--- src/design/temp_alarm_pkg.sv ---
package temp_alarm_pkg;

   ////////////////////////////////////////////////////////////////////////////
   // Clock and timing
   localparam longint unsigned CLK_HZ = 64'd50_000_000;
   localparam longint unsigned CONV_TIME_MS = 64'd125;
   localparam longint unsigned CONV_CYC_DEF = (CONV_TIME_MS * CLK_HZ) / 64'd1000;
   localparam longint unsigned SLOW_PERIOD_S = 64'd16;
   localparam longint unsigned SLOW_CYC_DEF = SLOW_PERIOD_S * CLK_HZ;
   localparam logic [3:0] RATE_FAST_CODE = 4'h8;
   localparam logic [3:0] RATE_EXT_MAX = 4'h6;

   ////////////////////////////////////////////////////////////////////////////
   // Command byte map
   localparam logic [7:0] CMD_LOCAL_TEMP = 8'h00;
   localparam logic [7:0] CMD_REMOTE_TEMP = 8'h01;
   localparam logic [7:0] CMD_FLAGS_RD = 8'h02;
   localparam logic [7:0] CMD_CFG_RD = 8'h03;
   localparam logic [7:0] CMD_RATE_RD = 8'h04;
   localparam logic [7:0] CMD_LHIGH_RD = 8'h05;
   localparam logic [7:0] CMD_LLOW_RD = 8'h06;
   localparam logic [7:0] CMD_RHIGH_RD = 8'h07;
   localparam logic [7:0] CMD_RLOW_RD = 8'h08;
   localparam logic [7:0] CMD_CFG_WR = 8'h09;
   localparam logic [7:0] CMD_RATE_WR = 8'h0a;
   localparam logic [7:0] CMD_LHIGH_WR = 8'h0b;
   localparam logic [7:0] CMD_LLOW_WR = 8'h0c;
   localparam logic [7:0] CMD_RHIGH_WR = 8'h0d;
   localparam logic [7:0] CMD_RLOW_WR = 8'h0e;
   localparam logic [7:0] CMD_ONE_SHOT = 8'h0f;
   localparam logic [7:0] CMD_REMOTE_FRAC = 8'h10;
   localparam logic [7:0] CMD_LOCAL_FRAC = 8'h11;
   localparam logic [7:0] CMD_R_OT2 = 8'h16;
   localparam logic [7:0] CMD_L_OT2 = 8'h17;
   localparam logic [7:0] CMD_R_OT1 = 8'h19;
   localparam logic [7:0] CMD_L_OT1 = 8'h20;
   localparam logic [7:0] CMD_OVERTEMP_HYSTERESIS = 8'h21;
   localparam logic [7:0] CMD_MAKER = 8'hfe;

   ////////////////////////////////////////////////////////////////////////////
   // Reset values and codes
   localparam logic [7:0] PTR_RST = 8'h00;
   localparam logic [7:0] CFG_RST = 8'h20;
   localparam logic [3:0] RATE_RST = 4'h8;
   localparam logic [7:0] HIGH_RST = 8'h46;
   localparam logic [7:0] LOW_RST = 8'hc9;
   localparam logic [7:0] OT_RST = 8'h55;
   localparam logic [7:0] OVERTEMP_HYSTERESIS_RST = 8'h0a;
   localparam logic [7:0] FAULT_CODE = 8'h80;
   localparam logic [7:0] UNMAPPED_RD = 8'hff;

   ////////////////////////////////////////////////////////////////////////////
   // Field positions
   localparam int CFG_MASK_BIT = 7;
   localparam int CFG_STBY_BIT = 6;
   localparam int CFG_JTYPE_BIT = 5;
   localparam logic [7:0] CFG_WR_MASK = 8'he0;

   // Overtemp comparator entries: local/remote stage 1, local/remote stage 2
   localparam int OT_N = 4;

   typedef struct packed {
      logic cmdValid;
      logic [7:0] cmdByte;
      logic wrValid;
      logic [7:0] wrData;
      logic rdReq;
      logic araDone;
      logic araWon;
   } host_req_t;

   typedef struct packed {
      logic [7:0] localInt;
      logic [2:0] localFrac;
      logic [7:0] remoteInt;
      logic [2:0] remoteFrac;
      logic openFault;
      logic shortFault;
   } adc_result_t;

   // Alarm conditions in status bit order 6..2
   typedef struct packed {
      logic localHigh;
      logic localLow;
      logic remoteHigh;
      logic remoteLow;
      logic openJct;
   } alarm_cond_t;

endpackage

--- src/design/conv_timer.sv ---
`timescale 1ns/1ps
module conv_timer #(
   parameter int unsigned CONV_CYC = 32'(temp_alarm_pkg::CONV_CYC_DEF),
   parameter int unsigned SLOW_CYC = 32'(temp_alarm_pkg::SLOW_CYC_DEF)
) (
   // Clock and reset
   input wire logic sys_clk,
   input wire logic rst,
   // Control
   input wire logic [3:0] rateCode,
   input wire logic standby,
   input wire logic oneShot,
   // Conversion status
   output logic convStart,
   output logic convEnd,
   output logic busy
);

   logic [31:0] convCnt_q;
   logic [31:0] gapCnt_q;
   logic busy_q;
   logic [3:0] shiftAmt;
   logic [31:0] periodCyc;
   logic autoDue;

   // Interval halves per code step; codes above the fastest stay fastest
   assign shiftAmt = (rateCode > temp_alarm_pkg::RATE_FAST_CODE) ?
                     temp_alarm_pkg::RATE_FAST_CODE : rateCode;
   assign periodCyc = SLOW_CYC >> shiftAmt;
   assign autoDue = !standby && (gapCnt_q >= periodCyc - 32'd1);
   // A start request while converting is dropped
   assign convStart = !busy_q && (oneShot || autoDue);
   assign convEnd = busy_q && (convCnt_q == CONV_CYC - 32'd1);
   assign busy = busy_q;

   // Busy flag; a conversion runs from power-on
   always_ff @(posedge sys_clk or posedge rst) begin
      if (rst) begin
         busy_q <= 1'b1;
      end else if (convStart) begin
         busy_q <= 1'b1;
      end else if (convEnd) begin
         busy_q <= 1'b0;
      end
   end

   // Conversion length counter
   always_ff @(posedge sys_clk or posedge rst) begin
      if (rst) begin
         convCnt_q <= 32'd0;
      end else if (!busy_q || convEnd) begin
         convCnt_q <= 32'd0;
      end else begin
         convCnt_q <= convCnt_q + 32'd1;
      end
   end

   // Rate timer, restarted by every start so a one-shot gives a full gap
   always_ff @(posedge sys_clk or posedge rst) begin
      if (rst) begin
         gapCnt_q <= 32'd0;
      end else if (convStart) begin
         gapCnt_q <= 32'd0;
      end else if (gapCnt_q != 32'hffff_ffff) begin
         gapCnt_q <= gapCnt_q + 32'd1;
      end
   end

endmodule

--- src/design/temp_sensor_alarm_regs.sv ---
`timescale 1ns/1ps
module temp_sensor_alarm_regs #(
   parameter int unsigned CONV_CYC = 32'(temp_alarm_pkg::CONV_CYC_DEF),
   parameter int unsigned SLOW_CYC = 32'(temp_alarm_pkg::SLOW_CYC_DEF),
   parameter logic [6:0] SLAVE_ADDR = 7'h4c,
   parameter logic [7:0] MAKER_ID = 8'h5a // Arbitrary value
) (
   // Clock and reset
   input wire logic sys_clk,
   input wire logic rst,
   // Byte-level requests from the serial front end
   input wire temp_alarm_pkg::host_req_t hostReq,
   output logic [7:0] rdData_q,
   output logic rdValid_q,
   // Alert response
   output logic araRespond,
   output logic [6:0] araAddr,
   // Converter side
   input wire temp_alarm_pkg::adc_result_t adcIn,
   output logic convStart,
   output logic busy,
   output logic junctionType,
   // Open-drain pins, pulled low while enabled
   output logic alertOe,
   output logic otStage1Oe,
   output logic otStage2Oe
);

   ////////////////////////////////////////////////////////////////////////////
   // Declarations
   logic [7:0] ptr_q;
   logic [7:0] cfg_q;
   logic [3:0] rate_q;
   logic [7:0] localHigh_q, localLow_q, remoteHigh_q, remoteLow_q;
   logic [7:0] otLimit_q [temp_alarm_pkg::OT_N];
   logic [7:0] overtemp_hysteresis_q;
   logic [7:0] localTemp_q, remoteTemp_q;
   logic [2:0] localFrac_q, remoteFrac_q;
   logic [4:0] flags_q;
   logic [4:0] flags_d;
   logic alertLatch_q;
   logic [temp_alarm_pkg::OT_N-1:0] ot_q;
   logic [7:0] otTemp [temp_alarm_pkg::OT_N];
   logic [7:0] remoteNew;
   temp_alarm_pkg::alarm_cond_t condNow;
   temp_alarm_pkg::alarm_cond_t cond_q;
   logic convEnd;
   logic oneShot;
   logic statusRead;
   logic araClear;
   logic wrHit;
   logic alertMasked;
   logic [7:0] rdMux;

   ////////////////////////////////////////////////////////////////////////////
   // Conversion scheduling
   assign oneShot = (hostReq.cmdValid && hostReq.cmdByte == temp_alarm_pkg::CMD_ONE_SHOT) ||
                    (wrHit && ptr_q == temp_alarm_pkg::CMD_ONE_SHOT);

   conv_timer #(
      .CONV_CYC(CONV_CYC),
      .SLOW_CYC(SLOW_CYC)
   ) u_timer (
      .sys_clk(sys_clk),
      .rst(rst),
      .rateCode(rate_q),
      .standby(cfg_q[temp_alarm_pkg::CFG_STBY_BIT]),
      .oneShot(oneShot),
      .convStart(convStart),
      .convEnd(convEnd),
      .busy(busy)
   );

   ////////////////////////////////////////////////////////////////////////////
   // Command pointer and register writes
   assign wrHit = hostReq.wrValid;
   assign statusRead = hostReq.rdReq && ptr_q == temp_alarm_pkg::CMD_FLAGS_RD;
   assign araClear = hostReq.araDone && hostReq.araWon;

   // Pointer is loaded by every command byte
   always_ff @(posedge sys_clk or posedge rst) begin
      if (rst) begin
         ptr_q <= temp_alarm_pkg::PTR_RST;
      end else if (hostReq.cmdValid) begin
         ptr_q <= hostReq.cmdByte;
      end
   end

   // Configuration and rate
   always_ff @(posedge sys_clk or posedge rst) begin
      if (rst) begin
         cfg_q <= temp_alarm_pkg::CFG_RST;
         rate_q <= temp_alarm_pkg::RATE_RST;
      end else if (wrHit) begin
         if (ptr_q == temp_alarm_pkg::CMD_CFG_WR) begin
            cfg_q <= hostReq.wrData & temp_alarm_pkg::CFG_WR_MASK;
         end
         if (ptr_q == temp_alarm_pkg::CMD_RATE_WR) begin
            rate_q <= hostReq.wrData[3:0];
         end
      end
   end

   // Alert limits
   always_ff @(posedge sys_clk or posedge rst) begin
      if (rst) begin
         localHigh_q <= temp_alarm_pkg::HIGH_RST;
         remoteHigh_q <= temp_alarm_pkg::HIGH_RST;
         localLow_q <= temp_alarm_pkg::LOW_RST;
         remoteLow_q <= temp_alarm_pkg::LOW_RST;
      end else if (wrHit) begin
         unique case (ptr_q)
            temp_alarm_pkg::CMD_LHIGH_WR: localHigh_q <= hostReq.wrData;
            temp_alarm_pkg::CMD_LLOW_WR: localLow_q <= hostReq.wrData;
            temp_alarm_pkg::CMD_RHIGH_WR: remoteHigh_q <= hostReq.wrData;
            temp_alarm_pkg::CMD_RLOW_WR: remoteLow_q <= hostReq.wrData;
            default: ;
         endcase
      end
   end

   // Overtemp thresholds and shared hysteresis
   always_ff @(posedge sys_clk or posedge rst) begin
      if (rst) begin
         for (int i = 0; i < temp_alarm_pkg::OT_N; i++) begin
            otLimit_q[i] <= temp_alarm_pkg::OT_RST;
         end
         overtemp_hysteresis_q <= temp_alarm_pkg::OVERTEMP_HYSTERESIS_RST;
      end else if (wrHit) begin
         unique case (ptr_q)
            temp_alarm_pkg::CMD_L_OT1: otLimit_q[0] <= hostReq.wrData;
            temp_alarm_pkg::CMD_R_OT1: otLimit_q[1] <= hostReq.wrData;
            temp_alarm_pkg::CMD_L_OT2: otLimit_q[2] <= hostReq.wrData;
            temp_alarm_pkg::CMD_R_OT2: otLimit_q[3] <= hostReq.wrData;
            temp_alarm_pkg::CMD_OVERTEMP_HYSTERESIS: overtemp_hysteresis_q <= hostReq.wrData;
            default: ;
         endcase
      end
   end

   ////////////////////////////////////////////////////////////////////////////
   // Temperature results
   // A broken remote junction reports the fault code
   assign remoteNew = (adcIn.openFault || adcIn.shortFault) ?
                      temp_alarm_pkg::FAULT_CODE : adcIn.remoteInt;

   // Integer parts load at the end of each conversion
   always_ff @(posedge sys_clk or posedge rst) begin
      if (rst) begin
         localTemp_q <= 8'h00;
         remoteTemp_q <= 8'h00;
      end else if (convEnd) begin
         localTemp_q <= adcIn.localInt;
         remoteTemp_q <= remoteNew;
      end
   end

   // Fractions only load when the rate leaves time for full resolution
   always_ff @(posedge sys_clk or posedge rst) begin
      if (rst) begin
         localFrac_q <= 3'h0;
         remoteFrac_q <= 3'h0;
      end else if (convEnd && rate_q <= temp_alarm_pkg::RATE_EXT_MAX) begin
         localFrac_q <= adcIn.localFrac;
         remoteFrac_q <= (remoteNew == adcIn.remoteInt) ? adcIn.remoteFrac : 3'h0;
      end
   end

   ////////////////////////////////////////////////////////////////////////////
   // Alarm conditions from the fresh result
   always_comb begin
      condNow.localHigh = $signed(adcIn.localInt) >= $signed(localHigh_q);
      condNow.localLow = $signed(adcIn.localInt) < $signed(localLow_q);
      condNow.remoteHigh = $signed(remoteNew) >= $signed(remoteHigh_q);
      condNow.remoteLow = $signed(remoteNew) < $signed(remoteLow_q);
      condNow.openJct = adcIn.openFault;
   end

   // Conditions of the last conversion decide what a status read may clear
   always_ff @(posedge sys_clk or posedge rst) begin
      if (rst) begin
         cond_q <= '0;
      end else if (convEnd) begin
         cond_q <= condNow;
      end
   end

   // Sticky flags 6:2; a conversion end setting a flag beats a read clearing it
   always_comb begin
      flags_d = flags_q;
      if (statusRead) begin
         flags_d = flags_q & cond_q;
      end
      if (convEnd) begin
         flags_d = flags_d | condNow;
      end
   end

   always_ff @(posedge sys_clk or posedge rst) begin
      if (rst) begin
         flags_q <= 5'h00;
      end else begin
         flags_q <= flags_d;
      end
   end

   // Alert latch sets only at a conversion end, so at most once per conversion
   always_ff @(posedge sys_clk or posedge rst) begin
      if (rst) begin
         alertLatch_q <= 1'b0;
      end else if (convEnd && (|condNow)) begin
         alertLatch_q <= 1'b1;
      end else if (statusRead || araClear) begin
         alertLatch_q <= 1'b0;
      end
   end

   assign alertMasked = alertLatch_q && !cfg_q[temp_alarm_pkg::CFG_MASK_BIT];
   assign alertOe = alertMasked;
   assign araRespond = alertMasked;
   assign araAddr = SLAVE_ADDR;
   assign junctionType = cfg_q[temp_alarm_pkg::CFG_JTYPE_BIT];

   ////////////////////////////////////////////////////////////////////////////
   // Overtemp comparators with hysteresis
   assign otTemp[0] = localTemp_q;
   assign otTemp[1] = remoteTemp_q;
   assign otTemp[2] = localTemp_q;
   assign otTemp[3] = remoteTemp_q;

   for (genvar g = 0; g < temp_alarm_pkg::OT_N; g++) begin : g_ot
      logic signed [8:0] relLevel;
      logic signed [8:0] tempExt;
      assign relLevel = $signed({otLimit_q[g][7], otLimit_q[g]}) -
                        $signed({overtemp_hysteresis_q[7], overtemp_hysteresis_q});
      assign tempExt = $signed({otTemp[g][7], otTemp[g]});
      always_ff @(posedge sys_clk or posedge rst) begin
         if (rst) begin
            ot_q[g] <= 1'b0;
         end else if ($signed(otTemp[g]) >= $signed(otLimit_q[g])) begin
            ot_q[g] <= 1'b1;
         end else if (tempExt < relLevel) begin
            ot_q[g] <= 1'b0;
         end
      end
   end

   assign otStage1Oe = ot_q[0] || ot_q[1];
   assign otStage2Oe = ot_q[2] || ot_q[3];

   ////////////////////////////////////////////////////////////////////////////
   // Read path
   always_comb begin
      unique case (ptr_q)
         temp_alarm_pkg::CMD_LOCAL_TEMP: rdMux = localTemp_q;
         temp_alarm_pkg::CMD_REMOTE_TEMP: rdMux = remoteTemp_q;
         temp_alarm_pkg::CMD_FLAGS_RD: rdMux = {busy, flags_q, ot_q[1], ot_q[0]};
         temp_alarm_pkg::CMD_CFG_RD: rdMux = cfg_q;
         temp_alarm_pkg::CMD_RATE_RD: rdMux = {4'h0, rate_q};
         temp_alarm_pkg::CMD_LHIGH_RD: rdMux = localHigh_q;
         temp_alarm_pkg::CMD_LLOW_RD: rdMux = localLow_q;
         temp_alarm_pkg::CMD_RHIGH_RD: rdMux = remoteHigh_q;
         temp_alarm_pkg::CMD_RLOW_RD: rdMux = remoteLow_q;
         temp_alarm_pkg::CMD_REMOTE_FRAC: rdMux = {remoteFrac_q, 5'h00};
         temp_alarm_pkg::CMD_LOCAL_FRAC: rdMux = {localFrac_q, 5'h00};
         temp_alarm_pkg::CMD_R_OT2: rdMux = otLimit_q[3];
         temp_alarm_pkg::CMD_L_OT2: rdMux = otLimit_q[2];
         temp_alarm_pkg::CMD_R_OT1: rdMux = otLimit_q[1];
         temp_alarm_pkg::CMD_L_OT1: rdMux = otLimit_q[0];
         temp_alarm_pkg::CMD_OVERTEMP_HYSTERESIS: rdMux = overtemp_hysteresis_q;
         temp_alarm_pkg::CMD_MAKER: rdMux = MAKER_ID;
         default: rdMux = temp_alarm_pkg::UNMAPPED_RD;
      endcase
   end

   // Read data registered, valid one cycle after the request
   always_ff @(posedge sys_clk or posedge rst) begin
      if (rst) begin
         rdData_q <= 8'h00;
         rdValid_q <= 1'b0;
      end else begin
         rdValid_q <= hostReq.rdReq;
         if (hostReq.rdReq) begin
            rdData_q <= rdMux;
         end
      end
   end
endmodule

--- config.mk ---
export PLATFORM = sky130hd
export DESIGN_NAME = temp_sensor_alarm_regs
export DESIGN_NICKNAME = d
export VERILOG_FILES = /design/src/design/temp_alarm_pkg.sv /design/src/design/conv_timer.sv /design/src/design/temp_sensor_alarm_regs.sv
export SDC_FILE = /design/constraint.sdc
export NUM_CORES = 1
export LEC_CHECK = 0
export BUFFER_PORTS_ARGS = -buffer_cell sky130_fd_sc_hd__buf_2
export CAP_MARGIN = 20
export CORE_MARGIN = 3
export CORE_UTILIZATION = 26
export CTS_CLUSTER_DIAMETER = 200
export DETAILED_ROUTE_END_ITERATION = 7
export PLACE_DENSITY = 0.42
export SLEW_MARGIN = 15
export SYNTH_ARGS = -nofsm -noshare
export SYNTH_HDL_FRONTEND = slang
export SYNTH_SLANG_ARGS = --single-unit
--- constraint.sdc ---
create_clock -name sys_clk -period 17.9 [get_ports sys_clk]
set_input_delay 2.685 -clock sys_clk [delete_from_list [all_inputs] [get_ports sys_clk]]
set_output_delay 2.685 -clock sys_clk [all_outputs]
set_load 0.03 [all_outputs]
Word-level counts from Yosys, hierarchy flattened
Cells that the tools add are included.

$add $sub $neg: 7. Order comparisons: 15. Equality and inequality tests: 27. Shifts and indexed selects: 1. Muxes and demuxes: 21. Bitwise operators: 2. Reduce and logical (&&, ||, !) cells: 40.

Operators with widths (count): $pmux W8 S17 (1); $mux W32 (3); $eq A8 B4 Y1 const B (9); $add A32 B1 Y32 const B (2); $ge A8 B8 Y1 (6); $eq A8 B5 Y1 const B (5); $lt A8 B9 Y1 (4); $sub A8 B8 Y9 (4); $eq A32 B23 Y1 const B (1); $eq A8 B3 Y1 const B (4); $ge A32 B32 Y1 (1); $ne A32 B32 Y1 const B (1); $shr A30 B4 Y32 const A (1); $sub A32 B1 Y32 const B (1); $reduce_and A2 Y1 (11); $eq A8 B2 Y1 const B (2); $eq A8 B6 Y1 const B (2); $lt A8 B8 Y1 (2); $reduce_bool A2 Y1 (7); $mux W1 (12); $logic_and A1 B1 Y1 (10); $mux W5 (2); $eq A8 B1 Y1 const B (1); $eq A8 B8 Y1 (1); 12 further kinds (20).

Register bits: 198. Bits of input ports: 47. Output and inout port bits: 23.

Depth between registers and ports, before layout
Word-level depth: 9. Gate-level depth with buffers: 16. Mapped depth without buffers: 16.

Modules after synthesis
A second synthesis with hierarchy kept.

Cells, all modules: 1525. Area total of the unflattened synthesis: 14443.9 sq um.

Modules (own cells, without submodules): temp_sensor_alarm_regs (instances 1, cells an instance 1010, area each 9754.4 sq um, seq. area each 3370.7 sq um); conv_timer (instances 1, cells an instance 515, area each 4689.5 sq um, seq. area each 1627.8 sq um).

Least setup slack after synthesis
Ideal clock, no wire load.

Path type: input -> output. From: input hostReq[11] in the netlist's numbering. To: output convStart. Data arrival time: 3854 ps. Slack: 11361 ps. Stages: 6. Path buffers: 2. Cells stage by stage: clkbuf_1 -> nand3_1 -> a2bb2oi_1 -> o2111ai_1 -> o31a_1 -> buf_4.

Word-level cells in the longest chain between the ends: 4.

Ends and longest elaborated chain: start: declaration (RTL line temp_sensor_alarm_regs.sv:12) `input wire temp_alarm_pkg::host_req_t hostReq,`; $logic_and A1 B1 Y1 (RTL line temp_sensor_alarm_regs.sv:58) `(wrHit && ptr_q == temp_alarm_pkg::CMD_ONE_SHOT);`; $logic_or A1 B1 Y1 (RTL line temp_sensor_alarm_regs.sv:57) `assign oneShot = (hostReq.cmdValid && hostReq.cmdByte == temp_alarm_pkg::CMD_ONE_SHOT) ||`; $logic_or A1 B1 Y1 (RTL line conv_timer.sv:32) `assign convStart = !busy_q && (oneShot || autoDue);`; $logic_and A1 B1 Y1 (RTL line conv_timer.sv:32); end: declaration (RTL line temp_sensor_alarm_regs.sv:20) `output logic convStart,`.

No other way between the ends.

Final worst setup path
From: input hostReq[20] in the netlist's numbering. To: output convStart.

Word-level cells in the longest chain between the ends: 4.

Ends and longest elaborated chain (RTL line): $logic_and A1 B1 Y1 (temp_sensor_alarm_regs.sv:57); $logic_or A1 B1 Y1 (temp_sensor_alarm_regs.sv:57); $logic_or A1 B1 Y1 (conv_timer.sv:32); $logic_and A1 B1 Y1 (conv_timer.sv:32).

No other way between the ends.

==> summary.md <==
| Metric | Value |
|---|---|
| Most used DFF post-synth | `dfrtp_1` |
| Most frequent cells in the layout | `nand2_1, dfrtp_1, ha_1` |
| Lkg Pwr | `6.72 nW` |
| Largest family of logic cells by synthesized area | `simple AND/OR/NAND/NOR gates` |
| Final GP Congestion | `0.825` |
| CTS H-tree depth | `4` |
| Filler cells | `5642` |
| Number of global-route vias before repair | `11100` |
| RSZ-0062 raised after global routing | `false` |
| Worst hold margin | `0.478 ns` |
| Min Tclk post-route | `7.24 ns` |
| Routed len/inst | `20.0 um` |
| Fin util | `29.3%` |
| Avg Synthesized Cell Area | `9.10 um2` |
| Setup Buffers After CTS | `0` |
| Drt via density | `4.92` |
| Relative slew slack | `34.6%` |
| CTS buffer count | `17` |
| First DRT Iteration DRCs | `638` |
| Synth-to-Final Area Change | `10.7%` |
| Setup violators final | `0` |
| Die X | `239 um` |
| DRC | `0` |
| Final hold vios | `0` |
| Cell Rows | `84` |
| VDD IR-drop max | `0.0613 mV` |
| Setup WS pre-CTS | `10.57 ns` |
| Worst setup margin | `10.66 ns` |
| Ranking of synthesized cells by area | `dfrtp_1, ha_1, dfstp_2` |
| Critical Path RT | `15.21 ns` |
| Post-synth top area cell | `dfrtp_1` |
| Core area | `53100 um2` |
| Post-Synth Adder-Cell Area | `14.9%` |
| Layout cells sized above 1 | `14.5%` |
| Post-synth cell types | `77` |
| Worst-skew pair later-pin latency | `0.47 ns` |
| PD cells | `90.2 nW/um2` |
| Post-synthesis xor/xnor area fraction | `4.92%` |
| Status | `finished, final reports clean` |
| Clock Path Buffers | `2` |
| Top cell type's share of synthesized area | `29.0%` |
| Total negative slack | `0 ns` |
| Chip height | `239 um` |
| Crit. End Element | `output port` |
| Mapped Cells | `1545` |
| Slew @ Worst Pin | `0.974 ns` |
| Clock Skews | `0.0177 ns` |
| ANT nets after route | `0` |
| Clk sinks | `198` |
| Worst R2R Setup Slack | `14.29 ns` |
| # hold bufs at CTS | `0` |
| Crit Path Class | `in -> out` |
| Sequential fraction of the synthesis area | `35.5%` |
| Port Buf Inserts | `62` |
| Final period utilization | `40.5%` |
| Post-Route WL | `45.6 mm` |
| Num ports | `70` |
| Crit path max fanout | `34` |
| Gr ovfl total | `0` |
| Yosys reg bits | `198` |
| Clock slew at reported path FFs | `0.08 ns` |
| Mux cell area share after synthesis | `5.66%` |
| F_max | `0.138 GHz` |
| Post-Place Cells | `2247` |
| Via count | `11200` |
| First-pass GRT wire length | `69.3 mm` |
| Largest net degree at the start of global routing | `96` |
| CTS resizes | `0` |
| Syn Std Cell Area | `14100 um2` |
| Post-synth ARST share | `100%` |
| Initial core utilization | `26.5%` |
| Worst hold path class | `reg -> reg` |
| Total of max-cap violations | `0` |
| Yosys warnings | `0` |
| Root Buffer | `clkbuf_16` |
| CTS tree | `built` |
| Ant diodes | `0` |
| Hpwl dp | `34.4 mm` |
| Initial DRT Pass Iterations | `5` |
| Synth Area in Simple Gates | `20.5%` |
| Total global-route track usage | `16.2%` |
| Critical path launch point type | `input pin` |
| Arr. time, crit path | `4.56 ns` |
| Non-Filler Instances | `2279` |
| Slew Limit Fails | `0` |
| Final #Nets | `1790` |
| Total die area | `56900 um2` |
| Number of flops mapped to enable cells by yosys | `0` |
| Synth Area in Compound Gates | `13.3%` |
| Commonest non-fill, non-tap cell in the layout | `nand2_1` |
| Initial antenna violation count | `0` |
## critical path, cell delays in order
cell and delay [ns]:
buf_2 0.20, nand2_1 0.10, nor4_1 0.39, a2bb2oi_1 0.22, a21oi_1 0.18, o31a_1 0.14, buf_4 0.35, buf_2 0.27
## cells by family after synthesis
family,Yosys count
xor gates and xnor gates,79
AOI/OAI and AO/OA,301
and+or+nand+nor,561
buffers and inverters,172
muxes,67
adders and majority gates,165
other,2
DFF,198
## metal layers
| layer | GRT usage (%) | share of wire (%) |
|---|---|---|
| met5 | 0 | 0 |
| met4 | 4.09 | 1.9 |
| met3 | 2.35 | 2.8 |
| met2 | 27.1 | 48 |
| met1 | 21.9 | 48 |
## worst paths after layout
check / from / to / cells after the start
min: cond_q[1]$_DFFE_PP0P_ / cond_q[1]$_DFFE_PP0P_ / 2
min reg2reg: cond_q[1]$_DFFE_PP0P_ / cond_q[1]$_DFFE_PP0P_ / 2
max in group asynchronous: rst / rdData_q[3]$_DFFE_PP0P_ / 4
min in group asynchronous: rst / u_timer.convCnt_q[18]$_DFF_PP0_ / 2
max: hostReq[20] / convStart / 8
max reg2reg: overtemp_hysteresis_q[1]$_DFFE_PP1P_ / ot_q[2]$_DFFE_PP0P_ / 13
## where the power goes
part / internal, mW / switching [mW]
combinational: 0.197 / 0.249
clock: 0.184 / 0.204
sequential: 0.500 / 0.0707
## cell usage after synthesis, types with 8 or more instances
cell      number
a31oi_1       15
o31ai_1       11
mux2i_1       12
dfstp_2       35
a21oi_1       49
or3_1          8
and2_1        10
inv_1        104
o21ai_0      118
a21o_1        21
nor3b_1        8
nand2b_1      25
and3_1        20
mux2_2        48
nand3_1       57
nand2_1      165
clkbuf_1      32
buf_2         18
buf_4         14
a211oi_1      11
dfrtp_1      163
nor3_1        23
or2_2         14
nor2_1       121
nor4_1        18
nor4b_1        8
xnor2_1       41
xor2_1        38
nand4_1       35
o22ai_1        8
nor2b_1       21
o21a_1        19
ha_1         161
## through the flow
stage | total power [mW] | cell area (um2)
floorplan | 0.896 | 14100
global placement | 1.02 | 15000
detailed placement | 1.03 | 15000
CTS | 1.42 | 15600
global route | 1.51 | 15600
finish | 1.40 | 15600
## state kept, by name, summed over array words and instances, names as in the netlist
register	cells
remoteFrac_q	3
localLow_q	8
localTemp_q	8
alertLatch_q	1
overtemp_hysteresis_q	8
flags_q	5
rdValid_q	1
localFrac_q	3
u_timer.busy	1
rate_q	4
u_timer.convCnt_q	32
localHigh_q	8
cond_q	5
remoteHigh_q	8
u_timer.gapCnt_q	32
remoteTemp_q	8
rdData_q	8
ot_q	4
remoteLow_q	8
cfg_q	3
otLimit_q	32
ptr_q	8
## layout make-up
| cell class | count | area, um2 | share of cell area, % |
|---|---|---|---|
| inverter | 105 | 402 | 2.58 |
| clock buffer | 17 | 425 | 2.73 |
| timing repair buffer | 71 | 378 | 2.43 |
| tap | 688 | 861 | 5.53 |
| sequential | 198 | 5000 | 32.1 |
| multi-input combinational | 1185 | 8370 | 53.8 |
| clock inverter | 15 | 133 | 0.852 |
Power figures use the tool's default switching activity.
